### config.mk
export PLATFORM = sky130hd
export DESIGN_NAME = smrc_top
export DESIGN_NICKNAME = d
export VERILOG_FILES = /design/src/pkg/smrc_pkg.sv /design/src/hw/smrc_top.sv
export VERILOG_INCLUDE_DIRS = /design/src /design/src/pkg
export SDC_FILE = /design/constraint.sdc
export NUM_CORES = 1
export LEC_CHECK = 0
export ABC_CLOCK_PERIOD_IN_PS = 1600
export BUFFER_PORTS_ARGS = -buffer_cell sky130_fd_sc_hd__buf_2
export CAP_MARGIN = 40
export CORE_UTILIZATION = 44
export DETAILED_ROUTE_END_ITERATION = 10
export PLACE_DENSITY = 0.75
export SYNTH_ARGS = -nofsm -noshare
export SYNTH_HDL_FRONTEND = slang
export SYNTH_SLANG_ARGS = --single-unit
### constraint.sdc
create_clock -name sys_clk_in -period 1.6 [get_ports sys_clk_in]
set_clock_uncertainty 0.15 [all_clocks]
set_input_delay 0.08 -clock sys_clk_in [delete_from_list [all_inputs] [get_ports sys_clk_in]]
set_output_delay 0.08 -clock sys_clk_in [all_outputs]
set_load 0.03 [all_outputs]
### src/pkg/smrc_defines.svh
// Functional notes
// - Running, unmasked drop monitor resets chip while supply is below threshold.
// - A drop reset sets the sticky reset-cause flag, readable afterwards.
// - Any write touching control bits 0 to 2 clears the cause flag.
// - Enabled detector raises interrupt request when supply below selected level.
// - Detector divider and comparator power off during reset and STOP.
// - Detection starts when enable bit 7 is set; about 2 ms to settle.
// - Clearing enable does not power down comparator; only STOP or reset.
// - Re-enabling while powered resumes detection at once, no new settle delay.
// - Read-only level flag bit 0 is 1 while below level and enabled.
// - Request flag sets only on rising edge of the below-threshold output.
// - Drop control: cause bit 2, disable bit 1, halt bit 0; reset clears bits 0 and 1, cause bit keeps its value.
// - Three-bit level select picks one of eight thresholds, resets to zero.
// - Drop monitor keeps running in STOP; low-voltage detector stops.
`ifndef SMRC_DEFINES_SVH
`define SMRC_DEFINES_SVH
`define SMRC_ADDR_DROP_CTRL   2'h0
`define SMRC_ADDR_LV_CTRL     2'h1
`define SMRC_ADDR_LV_LEVEL    2'h2
`define SMRC_ADDR_LV_INT      2'h3
`define SMRC_BIT_DROP_HALT    0
`define SMRC_BIT_DROP_DIS     1
`define SMRC_BIT_DROP_CAUSE   2
`define SMRC_BIT_LV_FLAG      0
`define SMRC_BIT_LV_EN        7
`define SMRC_BIT_INT_REQ      0
`define SMRC_BIT_INT_MASK     1
`define SMRC_DROP_CTRL_RESET  3'h0
`define SMRC_INT_MASK_RESET   1'h1
`define SMRC_CLK_HZ           40000000
`define SMRC_LV_SETTLE_US     2000
`define SMRC_LV_SETTLE_CYC    ((`SMRC_CLK_HZ / 1000000) * `SMRC_LV_SETTLE_US)
`endif

### src/pkg/smrc_pkg.sv
package smrc_pkg;
  typedef struct packed {
    logic        read;
    logic        write;
    logic [1:0]  address;
    logic [3:0]  byteenable;
    logic [31:0] writedata;
  } smrc_avm_req_t;

  typedef struct packed {
    logic [31:0] readdata;
    logic        waitrequest;
  } smrc_avm_rsp_t;

  typedef enum logic [2:0] {
    SMRC_LV_OFF    = 3'h1,
    SMRC_LV_SETTLE = 3'h2,
    SMRC_LV_READY  = 3'h4
  } smrc_lv_state_t;

  typedef struct packed {
    logic           drop_monitor_halt;
    logic           drop_reset_disable;
    logic           drop_reset_cause_flag;
    logic           lowvolt_detect_enable;
    logic [2:0]     lowvolt_level;
    logic           lowvolt_int_mask;
    logic           lowvolt_int_request_flag;
    smrc_lv_state_t lv_state;
    logic [16:0]    settle_cnt;
    logic [2:0]     drop_sync;
    logic           drop_low;
    logic [2:0]     lv_sync;
    logic           lv_low;
    logic           lv_out_prev;
    logic           drop_reset;
    logic           lowvolt_interrupt;
    logic           lv_power;
    logic           rsp_pending;
    logic [31:0]    readdata;
    logic           waitrequest;
  } smrc_state_t;
endpackage

### src/hw/smrc_top.sv
// Our own choices: the placing of the registers and the Avalon-MM slave port.
`timescale 1ns/1ps
`include "smrc_defines.svh"
module smrc_top
  import smrc_pkg::*;
(
  input  wire logic          sys_clk_in,
  input  wire logic          sys_rst_in,
  input  wire smrc_avm_req_t avm_req_in,
  output smrc_avm_rsp_t      avm_rsp_out,
  input  wire logic          drop_below_in,
  input  wire logic          lowvolt_below_in,
  input  wire logic          stop_mode_in,
  output logic               drop_reset_out,
  output logic               lowvolt_interrupt_out,
  output logic               lowvolt_power_out,
  output logic [2:0]         lowvolt_level_out,
  output logic               drop_monitor_on_out
);
  localparam logic [16:0] SETTLE_LAST = 17'(`SMRC_LV_SETTLE_CYC - 1);

  smrc_state_t st;
  smrc_state_t next_st;

  function automatic logic lane0_write(input smrc_avm_req_t r, input logic [1:0] a);
    lane0_write = r.write && r.byteenable[0] && (r.address == a);
  endfunction

  logic lv_out;
  logic drop_active;
  assign drop_active = !st.drop_monitor_halt && !st.drop_reset_disable;
  // Detector output counts only once settled and enabled
  assign lv_out = (st.lv_state == SMRC_LV_READY) && st.lowvolt_detect_enable && st.lv_low;

  always_comb
  begin
    next_st = st;
    next_st.drop_sync = {st.drop_sync[1:0], drop_below_in};
    if (st.drop_sync[2] == st.drop_sync[1])
    begin
      next_st.drop_low = st.drop_sync[2];
    end
    next_st.lv_sync = {st.lv_sync[1:0], lowvolt_below_in};
    if (st.lv_sync[2] == st.lv_sync[1])
    begin
      next_st.lv_low = st.lv_sync[2];
    end

    // Drop monitor runs in STOP too, so stop_mode_in is not used here
    next_st.drop_reset = drop_active && st.drop_low;

    case (st.lv_state)
      SMRC_LV_OFF:
      begin
        next_st.lv_power = 1'b0;
        if (st.lowvolt_detect_enable && !stop_mode_in)
        begin
          next_st.lv_state   = SMRC_LV_SETTLE;
          next_st.settle_cnt = 17'h00000;
          next_st.lv_power   = 1'b1;
        end
      end
      SMRC_LV_SETTLE:
      begin
        next_st.settle_cnt = st.settle_cnt + 17'h00001;
        if (st.settle_cnt == SETTLE_LAST)
        begin
          next_st.lv_state = SMRC_LV_READY;
        end
      end
      SMRC_LV_READY:
      begin
        // Enable clear keeps power; re-enable resumes at once
        next_st.lv_state = SMRC_LV_READY;
      end
      default:
      begin
        next_st.lv_state = SMRC_LV_OFF;
      end
    endcase
    if (stop_mode_in)
    begin
      next_st.lv_state = SMRC_LV_OFF;
      next_st.lv_power = 1'b0;
    end

    next_st.lv_out_prev = lv_out;

    // Single-cycle answer: waitrequest drops one cycle after request
    next_st.waitrequest = 1'b1;
    next_st.rsp_pending = 1'b0;
    if ((avm_req_in.read || avm_req_in.write) && !st.rsp_pending)
    begin
      next_st.waitrequest = 1'b0;
      next_st.rsp_pending = 1'b1;
      next_st.readdata    = 32'h00000000;
      case (avm_req_in.address)
        `SMRC_ADDR_DROP_CTRL:
        begin
          next_st.readdata[`SMRC_BIT_DROP_HALT]  = st.drop_monitor_halt;
          next_st.readdata[`SMRC_BIT_DROP_DIS]   = st.drop_reset_disable;
          next_st.readdata[`SMRC_BIT_DROP_CAUSE] = st.drop_reset_cause_flag;
        end
        `SMRC_ADDR_LV_CTRL:
        begin
          next_st.readdata[`SMRC_BIT_LV_EN]   = st.lowvolt_detect_enable;
          next_st.readdata[`SMRC_BIT_LV_FLAG] = lv_out;
        end
        `SMRC_ADDR_LV_LEVEL:
        begin
          next_st.readdata[2:0] = st.lowvolt_level;
        end
        `SMRC_ADDR_LV_INT:
        begin
          next_st.readdata[`SMRC_BIT_INT_REQ]  = st.lowvolt_int_request_flag;
          next_st.readdata[`SMRC_BIT_INT_MASK] = st.lowvolt_int_mask;
        end
        default:
        begin
          next_st.readdata = 32'h00000000;
        end
      endcase
    end

    // Writes land on the edge where waitrequest is seen low
    if (st.rsp_pending && !st.waitrequest)
    begin
      if (lane0_write(avm_req_in, `SMRC_ADDR_DROP_CTRL))
      begin
        next_st.drop_monitor_halt     = avm_req_in.writedata[`SMRC_BIT_DROP_HALT];
        next_st.drop_reset_disable    = avm_req_in.writedata[`SMRC_BIT_DROP_DIS];
        next_st.drop_reset_cause_flag = 1'b0;
      end
      if (lane0_write(avm_req_in, `SMRC_ADDR_LV_CTRL))
      begin
        next_st.lowvolt_detect_enable = avm_req_in.writedata[`SMRC_BIT_LV_EN];
      end
      if (lane0_write(avm_req_in, `SMRC_ADDR_LV_LEVEL))
      begin
        next_st.lowvolt_level = avm_req_in.writedata[2:0];
      end
      if (lane0_write(avm_req_in, `SMRC_ADDR_LV_INT))
      begin
        next_st.lowvolt_int_mask = avm_req_in.writedata[`SMRC_BIT_INT_MASK];
        if (!avm_req_in.writedata[`SMRC_BIT_INT_REQ])
        begin
          next_st.lowvolt_int_request_flag = 1'b0;
        end
      end
    end

    // Set after clear so a same-cycle edge is never lost
    if (lv_out && !st.lv_out_prev)
    begin
      next_st.lowvolt_int_request_flag = 1'b1;
    end
    next_st.lowvolt_interrupt = next_st.lowvolt_int_request_flag && !next_st.lowvolt_int_mask;
  end

  always_ff @(posedge sys_clk_in)
  begin
    if (sys_rst_in)
    begin
      st                       <= '0;
      st.lv_state              <= SMRC_LV_OFF;
      st.lowvolt_int_mask      <= `SMRC_INT_MASK_RESET;
      st.waitrequest           <= 1'b1;
      {st.drop_reset_cause_flag, st.drop_reset_disable, st.drop_monitor_halt} <= `SMRC_DROP_CTRL_RESET;
      // Cause flag survives the reset the monitor itself raised
      if (st.drop_reset)
      begin
        st.drop_reset_cause_flag <= 1'b1;
      end
      else
      begin
        st.drop_reset_cause_flag <= st.drop_reset_cause_flag;
      end
    end
    else
    begin
      st <= next_st;
      if (st.drop_reset)
      begin
        st.drop_reset_cause_flag <= 1'b1;
      end
    end
  end

  assign avm_rsp_out.readdata    = st.readdata;
  assign avm_rsp_out.waitrequest = st.waitrequest;
  assign drop_reset_out          = st.drop_reset;
  assign lowvolt_interrupt_out   = st.lowvolt_interrupt;
  assign lowvolt_power_out       = st.lv_power;
  assign lowvolt_level_out       = st.lowvolt_level;
  assign drop_monitor_on_out     = !st.drop_monitor_halt;
endmodule

==> results of run 1 <==
-- area by class of cell --
class / count / area, sq um
Clock inverter: 2 / 37.5
Fill cell: 457 / 2210
Inverter: 4 / 15.0
Timing Repair Buffer: 65 / 454
Sequential cell: 47 / 970
Clock buffer: 6 / 72.6
Tap cell: 70 / 87.6
Multi-Input combinational cell: 192 / 1260
-- final timing paths --
kind	cells past startpoint	to	slack [ns]	from
worst min-delay path	3	avm_rsp_out[8]	0.01	avm_req_in[36]
worst max register to register	5	st[61]	-0.09	st[63]
worst min register to register	2	st[42]	0.29	st[45]
worst max-delay path	5	st[61]	-0.09	st[63]
-- cell usage in the layout, fill, tap and decap left out, types with 3 or more instances in the layout --
master / n
dfxtp_2: 12
conb_1: 28
nor3_1: 4
mux2i_1: 10
a311oi_1: 3
buf_4: 30
a21oi_2: 6
buf_6: 3
inv_1: 4
o311ai_0: 3
buf_2: 25
o21ai_1: 4
a21oi_1: 16
clkbuf_8: 5
nor2_1: 19
nand2_1: 13
dlygate4sd3_1: 7
nand3_1: 10
or4_1: 6
nand4_1: 4
nor2b_1: 8
dfxtp_1: 33
-- power by group --
group	leakage (nW)	switching, W	internal [W]	total, W
registers	0.387	0.00000597	0.00119	0.00119
clock network	0.0514	0.000384	0.000466	0.000850
logic	0.712	0.000155	0.0000514	0.000207
-- sequential cells by signal (all words and copies together), names as in the netlist --
name / flops
st: 32
avm_rsp_out: 5
next_st: 4
lowvolt_level_out: 3
drop_reset_out: 1
lowvolt_interrupt_out: 1
lowvolt_power_out: 1
-- worst max-delay path, cell delays in order, from the launching register on --
cell,delay [ns]
dfxtp_2,0.35
nor3b_4,0.20
nand4_1,0.19
buf_6,0.18
or4_1,0.40
a21oi_1,0.14
-- stage by stage --
| step | util (%) | cells | total power [W] |
|---|---|---|---|
| floorplan | - | 290 | 0.00143 |
| global placement | 49.2 | 363 | 0.00141 |
| detailed placement | 49.2 | 363 | 0.00141 |
| CTS | 53.8 | 382 | 0.00226 |
| global route | 56.8 | 386 | 0.00235 |
| finish | 56.8 | 386 | 0.00225 |
-- layer usage --
| metal | vias to the layer above | wire [microns] |
|---|---|---|
| li1 | 982 | - |
| met3 | 17 | 235 |
| met1 | 951 | 2240 |
| met4 | 0 | 125 |
| met2 | 68 | 2400 |
| met5 | - | 0 |
-- cells by family (layout without fill, tap and decap cells) --
family	count (synthesis)	after routing	synth area share, %
compound gates	53	53	14.4
xor+xnor	1	1	0.377
fa+ha+maj	1	1	0.538
buf+inv	51	77	14.5
flops	47	47	40.9
mux	11	11	4.79
other cells	1	28	0.161
simple gates	98	98	24.3
-- timing repair --
item / in CTS / in global routing
cloned: 0 / 0
gates resized for setup: 9 / 39
hold endpoints to repair: 12 / 0
pin swaps: 7 / 14
hold buffers: 7 / 0
endpoints found under the setup margin: 14 / 27
setup buffers: 4 / 5
==> flow_metrics.py, run 1 <==
metrics = {
    "setup_path": {
        "path_max_fanout": 7,
        "crit_required_ns": 1.66,
        "critPathKind": "reg2reg",
        "cp.arrival_ns": 1.75,
        "critPathLaunchType": "register",
        "cp-end-kind": "register",
    },
    "logic_synthesis": {
        "avgSynthCellArea_sq_um": 8.83,
        "synth_area_sq_um": 2320,
        "ys_ff_latch": 47,
        "synthTopCellsByArea": "dfxtp_1 40%, buf_4 12%, a21oi_1 4.7%, mux2i_1 4.3%, nor2_1 3.2%",
        "synthFlopType": "dfxtp_1",
        "async_flop_share_pct": 0,
        "ys_types": 51,
        "synth_edf_count": 1,
        "synth_top_area_share_pct": 39.6,
        "seq_area_frac_synth_pct": 40.9,
        "yosysMostFrequentCell": "dfxtp_1",
        "ys_top_cells_by_count": "46 x dfxtp_1, 36 x buf_4, 22 x a21oi_1",
        "ys_warn_count": 0,
        "yosysTopAreaCell": "dfxtp_1",
        "netlist_instances": 263,
    },
    "finish": {
        "drive_above_1_share_pct": 33.9,
        "syn_to_final_growth_pct": 24.8,
        "n_antenna_cell": 0,
        "nets": 361,
        "postLayoutCellArea_sq_um": 2900,
    },
    "pwr": {
        "max-vdd-ir-drop_uv": 503,
        "power-per-cell-area_nw_per_um2": 775,
        "p_leak_nw": 1.15,
    },
    "timing": {
        "setup_slack_ns": -0.0899,
        "finalSetupViolCount": 8,
        "relSlewSlack_pct": 61.1,
        "hold_violations": 0,
        "tightest_slew_ns": 0.583,
        "min_period_ns": 1.69,
        "finalCritPeriodShare_pct": 106,
        "slew_viol_final": 0,
        "fmax_mhz": 592,
        "grt_setup_unrepaired": "true",
        "fin_tns_setup_ns": -0.489,
        "fin_hold_ws_ns": 0.0146,
    },
    "global_routing": {
        "track_usage_pct": 17.8,
        "antenna_found_initial": 0,
        "grt_pass1_vias": 1811,
        "grt-busiest-layer": "met2",
        "grt_first_pass_wirelength_microns": 7540,
        "grt_use_met2_pct": 31.0,
        "grtUsageMet3_pct": 4.15,
        "overflow": 0,
        "grt_max_degree": 35,
        "use_met1_pct": 20.9,
    },
    "clock_network": {
        "cts_tree": "built",
        "cts_max_path_buffers": 2,
        "path_clk_slew_ns": 0.09,
        "clkLatencyLatePin_ns": 0.30,
        "htree_levels": 2,
        "cts-root-buf": "clkbuf_8",
        "cts.sinks": 47,
        "cts_buffers": 5,
    },
    "route": {
        "drtPass1Iterations": 4,
        "via_count": 2018,
        "wl_microns": 5010,
        "remaining_drc_errors": 0,
        "first_iter_violations": 120,
        "drt-vias-per-instance": 5.23,
        "avgRoutedWirePerCell_microns": 13.0,
        "ant_nets": 0,
    },
    "placement": {
        "place_area_sq_um": 2510,
        "hpwl_microns": 3270,
        "place_ws_ns": -0.123,
        "gp_congestion": 0.869,
        "io_buffer_count": 25,
    },
    "worst_hold_path": {
        "hp-class": "in2reg",
    },
    "run_status": {
        "violations": "negative setup slack",
        "outcome": "complete, but fails checks",
    },
    "floorplan": {
        "io_pins": 85,
        "dieWidth_microns": 74.7,
        "fp.coreArea_sq_um": 5110,
        "start_util_pct": 45.5,
        "die_h_microns": 74.7,
        "rows": 26,
        "die-area_sq_um": 5570,
    },
    "run": {
        "max_cap_violations": 0,
    },
}
No activity file was read; power rests on OpenSTA's default activity.
==> run 2: changes to the inputs <==
- GPL_TIMING_DRIVEN: unset -> 0
==> run 2 against run 1 <==
Against the previous run:
- the flow still finishes with violations (negative setup slack)
- global-route usage grew 1.6 points
- setup slack lost 0.10 ns
- clock power rose by 3.5%
- utilization up 5.7 points
- final area grew 10%
- non-clock buffer count rose by 37
==> flow_metrics.py, run 2 (same netlist as run 1, synthesis figures left out) <==
metrics = {
    "floorplan": {
        "io_pins": 85,
        "fp.coreArea_sq_um": 5110,
        "start_util_pct": 45.5,
        "die-area_sq_um": 5570,
        "die_h_microns": 74.7,
        "rows": 26,
        "dieWidth_microns": 74.7,
    },
    "timing": {
        "tightest_slew_ns": 0.596,
        "hold_violations": 0,
        "setup_slack_ns": -0.190,
        "slew_viol_final": 0,
        "finalSetupViolCount": 10,
        "finalCritPeriodShare_pct": 112,
        "min_period_ns": 1.79,
        "relSlewSlack_pct": 60.3,
        "fmax_mhz": 559,
        "grt_setup_unrepaired": "true",
    },
    "pwr": {
        "p_leak_nw": 1.32,
        "max-vdd-ir-drop_uv": 656,
        "power-per-cell-area_nw_per_um2": 731,
    },
    "clock_network": {
        "cts-root-buf": "clkbuf_8",
        "cts.sinks": 47,
        "cts_buffers": 5,
        "path_clk_slew_ns": 0.09,
        "cts_tree": "built",
        "clkLatencyLatePin_ns": 0.32,
        "htree_levels": 2,
        "cts_max_path_buffers": 2,
    },
    "finish": {
        "largest_reg_flops": 32,
        "drive_above_1_share_pct": 38.8,
        "final_common_cell": "buf_4",
        "largest-register": "st",
        "nets": 398,
        "n_antenna_cell": 0,
        "final_cells": 423,
        "syn_to_final_growth_pct": 37.3,
        "utilization_pct": 62.5,
        "fillCellCount": 446,
        "layout_common_cells": "60 x buf_4, 32 x dfxtp_1, 28 x conb_1",
    },
    "setup_path": {
        "max_stage_delay_ns": 0.47,
        "crit_chain": "and4_4 -> nand4_1 -> buf_4 -> or4_1 -> a21oi_1",
        "path_max_fanout": 5,
        "cp_num_buf_inv": 1,
        "critPathKind": "reg2reg",
        "crit_required_ns": 1.70,
        "crit_path_top_delay_cell": "or4_1",
        "cp.arrival_ns": 1.89,
        "path_delay_family": "simple AND/OR/NAND/NOR gates",
        "critPathLaunchType": "register",
        "cp-end-kind": "register",
    },
    "run_status": {
        "outcome": "complete, but fails checks",
        "violations": "negative setup slack",
    },
    "global_routing": {
        "use_met1_pct": 24.8,
        "grt_max_degree": 16,
        "grt_use_met2_pct": 32.0,
        "grt_first_pass_wirelength_microns": 8060,
        "grt-busiest-layer": "met2",
        "grt_pass1_vias": 1762,
        "overflow": 0,
        "grtUsageMet3_pct": 3.75,
        "antenna_found_initial": 0,
        "track_usage_pct": 19.4,
    },
    "worst_hold_path": {
        "hp-class": "in2reg",
    },
    "route": {
        "avgRoutedWirePerCell_microns": 12.9,
        "ant_nets": 0,
        "first_iter_violations": 103,
        "drt-vias-per-instance": 5.00,
        "wl_microns": 5440,
        "remaining_drc_errors": 0,
        "drtPass1Iterations": 4,
        "via_count": 2113,
    },
    "placement": {
        "numPlacedInstances": 382,
        "gp_congestion": 0.841,
        "io_buffer_count": 22,
        "hpwl_microns": 3180,
    },
    "run": {
        "max_cap_violations": 0,
    },
}
run 2: changes by cell type in the layout (fill, tap and decap cells not counted), sizes merged:
cell | before | now
buf | 58 | 87
dlygate4sd3 | 7 | 8
clkbuf | 6 | 13
run 2: worst reg2reg max path: stages (launching register included):
cell and delay, ns:
dfxtp_2 0.37, and4_4 0.27, nand4_1 0.15, buf_4 0.19, or4_1 0.47, a21oi_1 0.13
run 2: final timing paths:
check | from | slack, ns | endpoint | cells after the start
max | st[55] | -0.19 | st[59] | 5
min | sys_rst_in | 0.01 | next_st[44] | 2
max reg2reg | st[55] | -0.19 | st[59] | 5
min reg2reg | next_st[40] | 0.29 | next_st[41] | 1
run 2: power by group:
group          total (W)  internal (W)  switching, W
Combinational   0.000270      0.000103      0.000167
Clock           0.000880      0.000466      0.000414
Sequential       0.00118       0.00118    0.00000684
Total            0.00233       0.00174      0.000588
run 2: cell type report:
class | count | area (sq um) | area share (%)
clock buffer | 6 | 72.6 | 2.27
tap | 70 | 87.6 | 2.75
multi-input combinational | 192 | 1260 | 39.5
timing repair buffer | 56 | 402 | 12.6
inverter | 4 | 15.0 | 0.471
buffer | 46 | 330 | 10.4
sequential | 47 | 986 | 30.9
clock inverter | 2 | 37.5 | 1.18
run 2: layer usage:
layer / part of all wire (%) / vias to the layer above / wire length (microns)
met1: 46 / 987 / 2490
met2: 48 / 58 / 2630
li1: - / 1060 / -
met3: 4.4 / 8 / 240
met4: 1.6 / 0 / 85
met5: 0 / - / 0
run 2: metrics by stage:
step | TNS [ns] | power (W) | instance area (sq um) | worst slack (ns) | hold WS (ns)
after global routing | -1.53 | 0.00242 | 3190 | -0.222 | 0.0561
after detailed placement | -1.76 | 0.00147 | 2640 | -0.229 | 0.143
after floorplan | -0.186 | 0.00143 | 2440 | -0.0698 | 0.00100
after CTS | -0.749 | 0.00233 | 3010 | -0.145 | 0.0200
after global placement | -1.41 | 0.00147 | 2640 | -0.206 | 0.141
final | -0.955 | 0.00233 | 3190 | -0.190 | 0.0125
run 2: timing repair:
item,in CTS,in global routing
hold endpoints to repair,12,0
buffers inserted,14,13
hold buffers,8,0
pin swaps,11,13
cloned,0,0
endpoints found under the setup margin,19,22
gates resized for setup,24,30
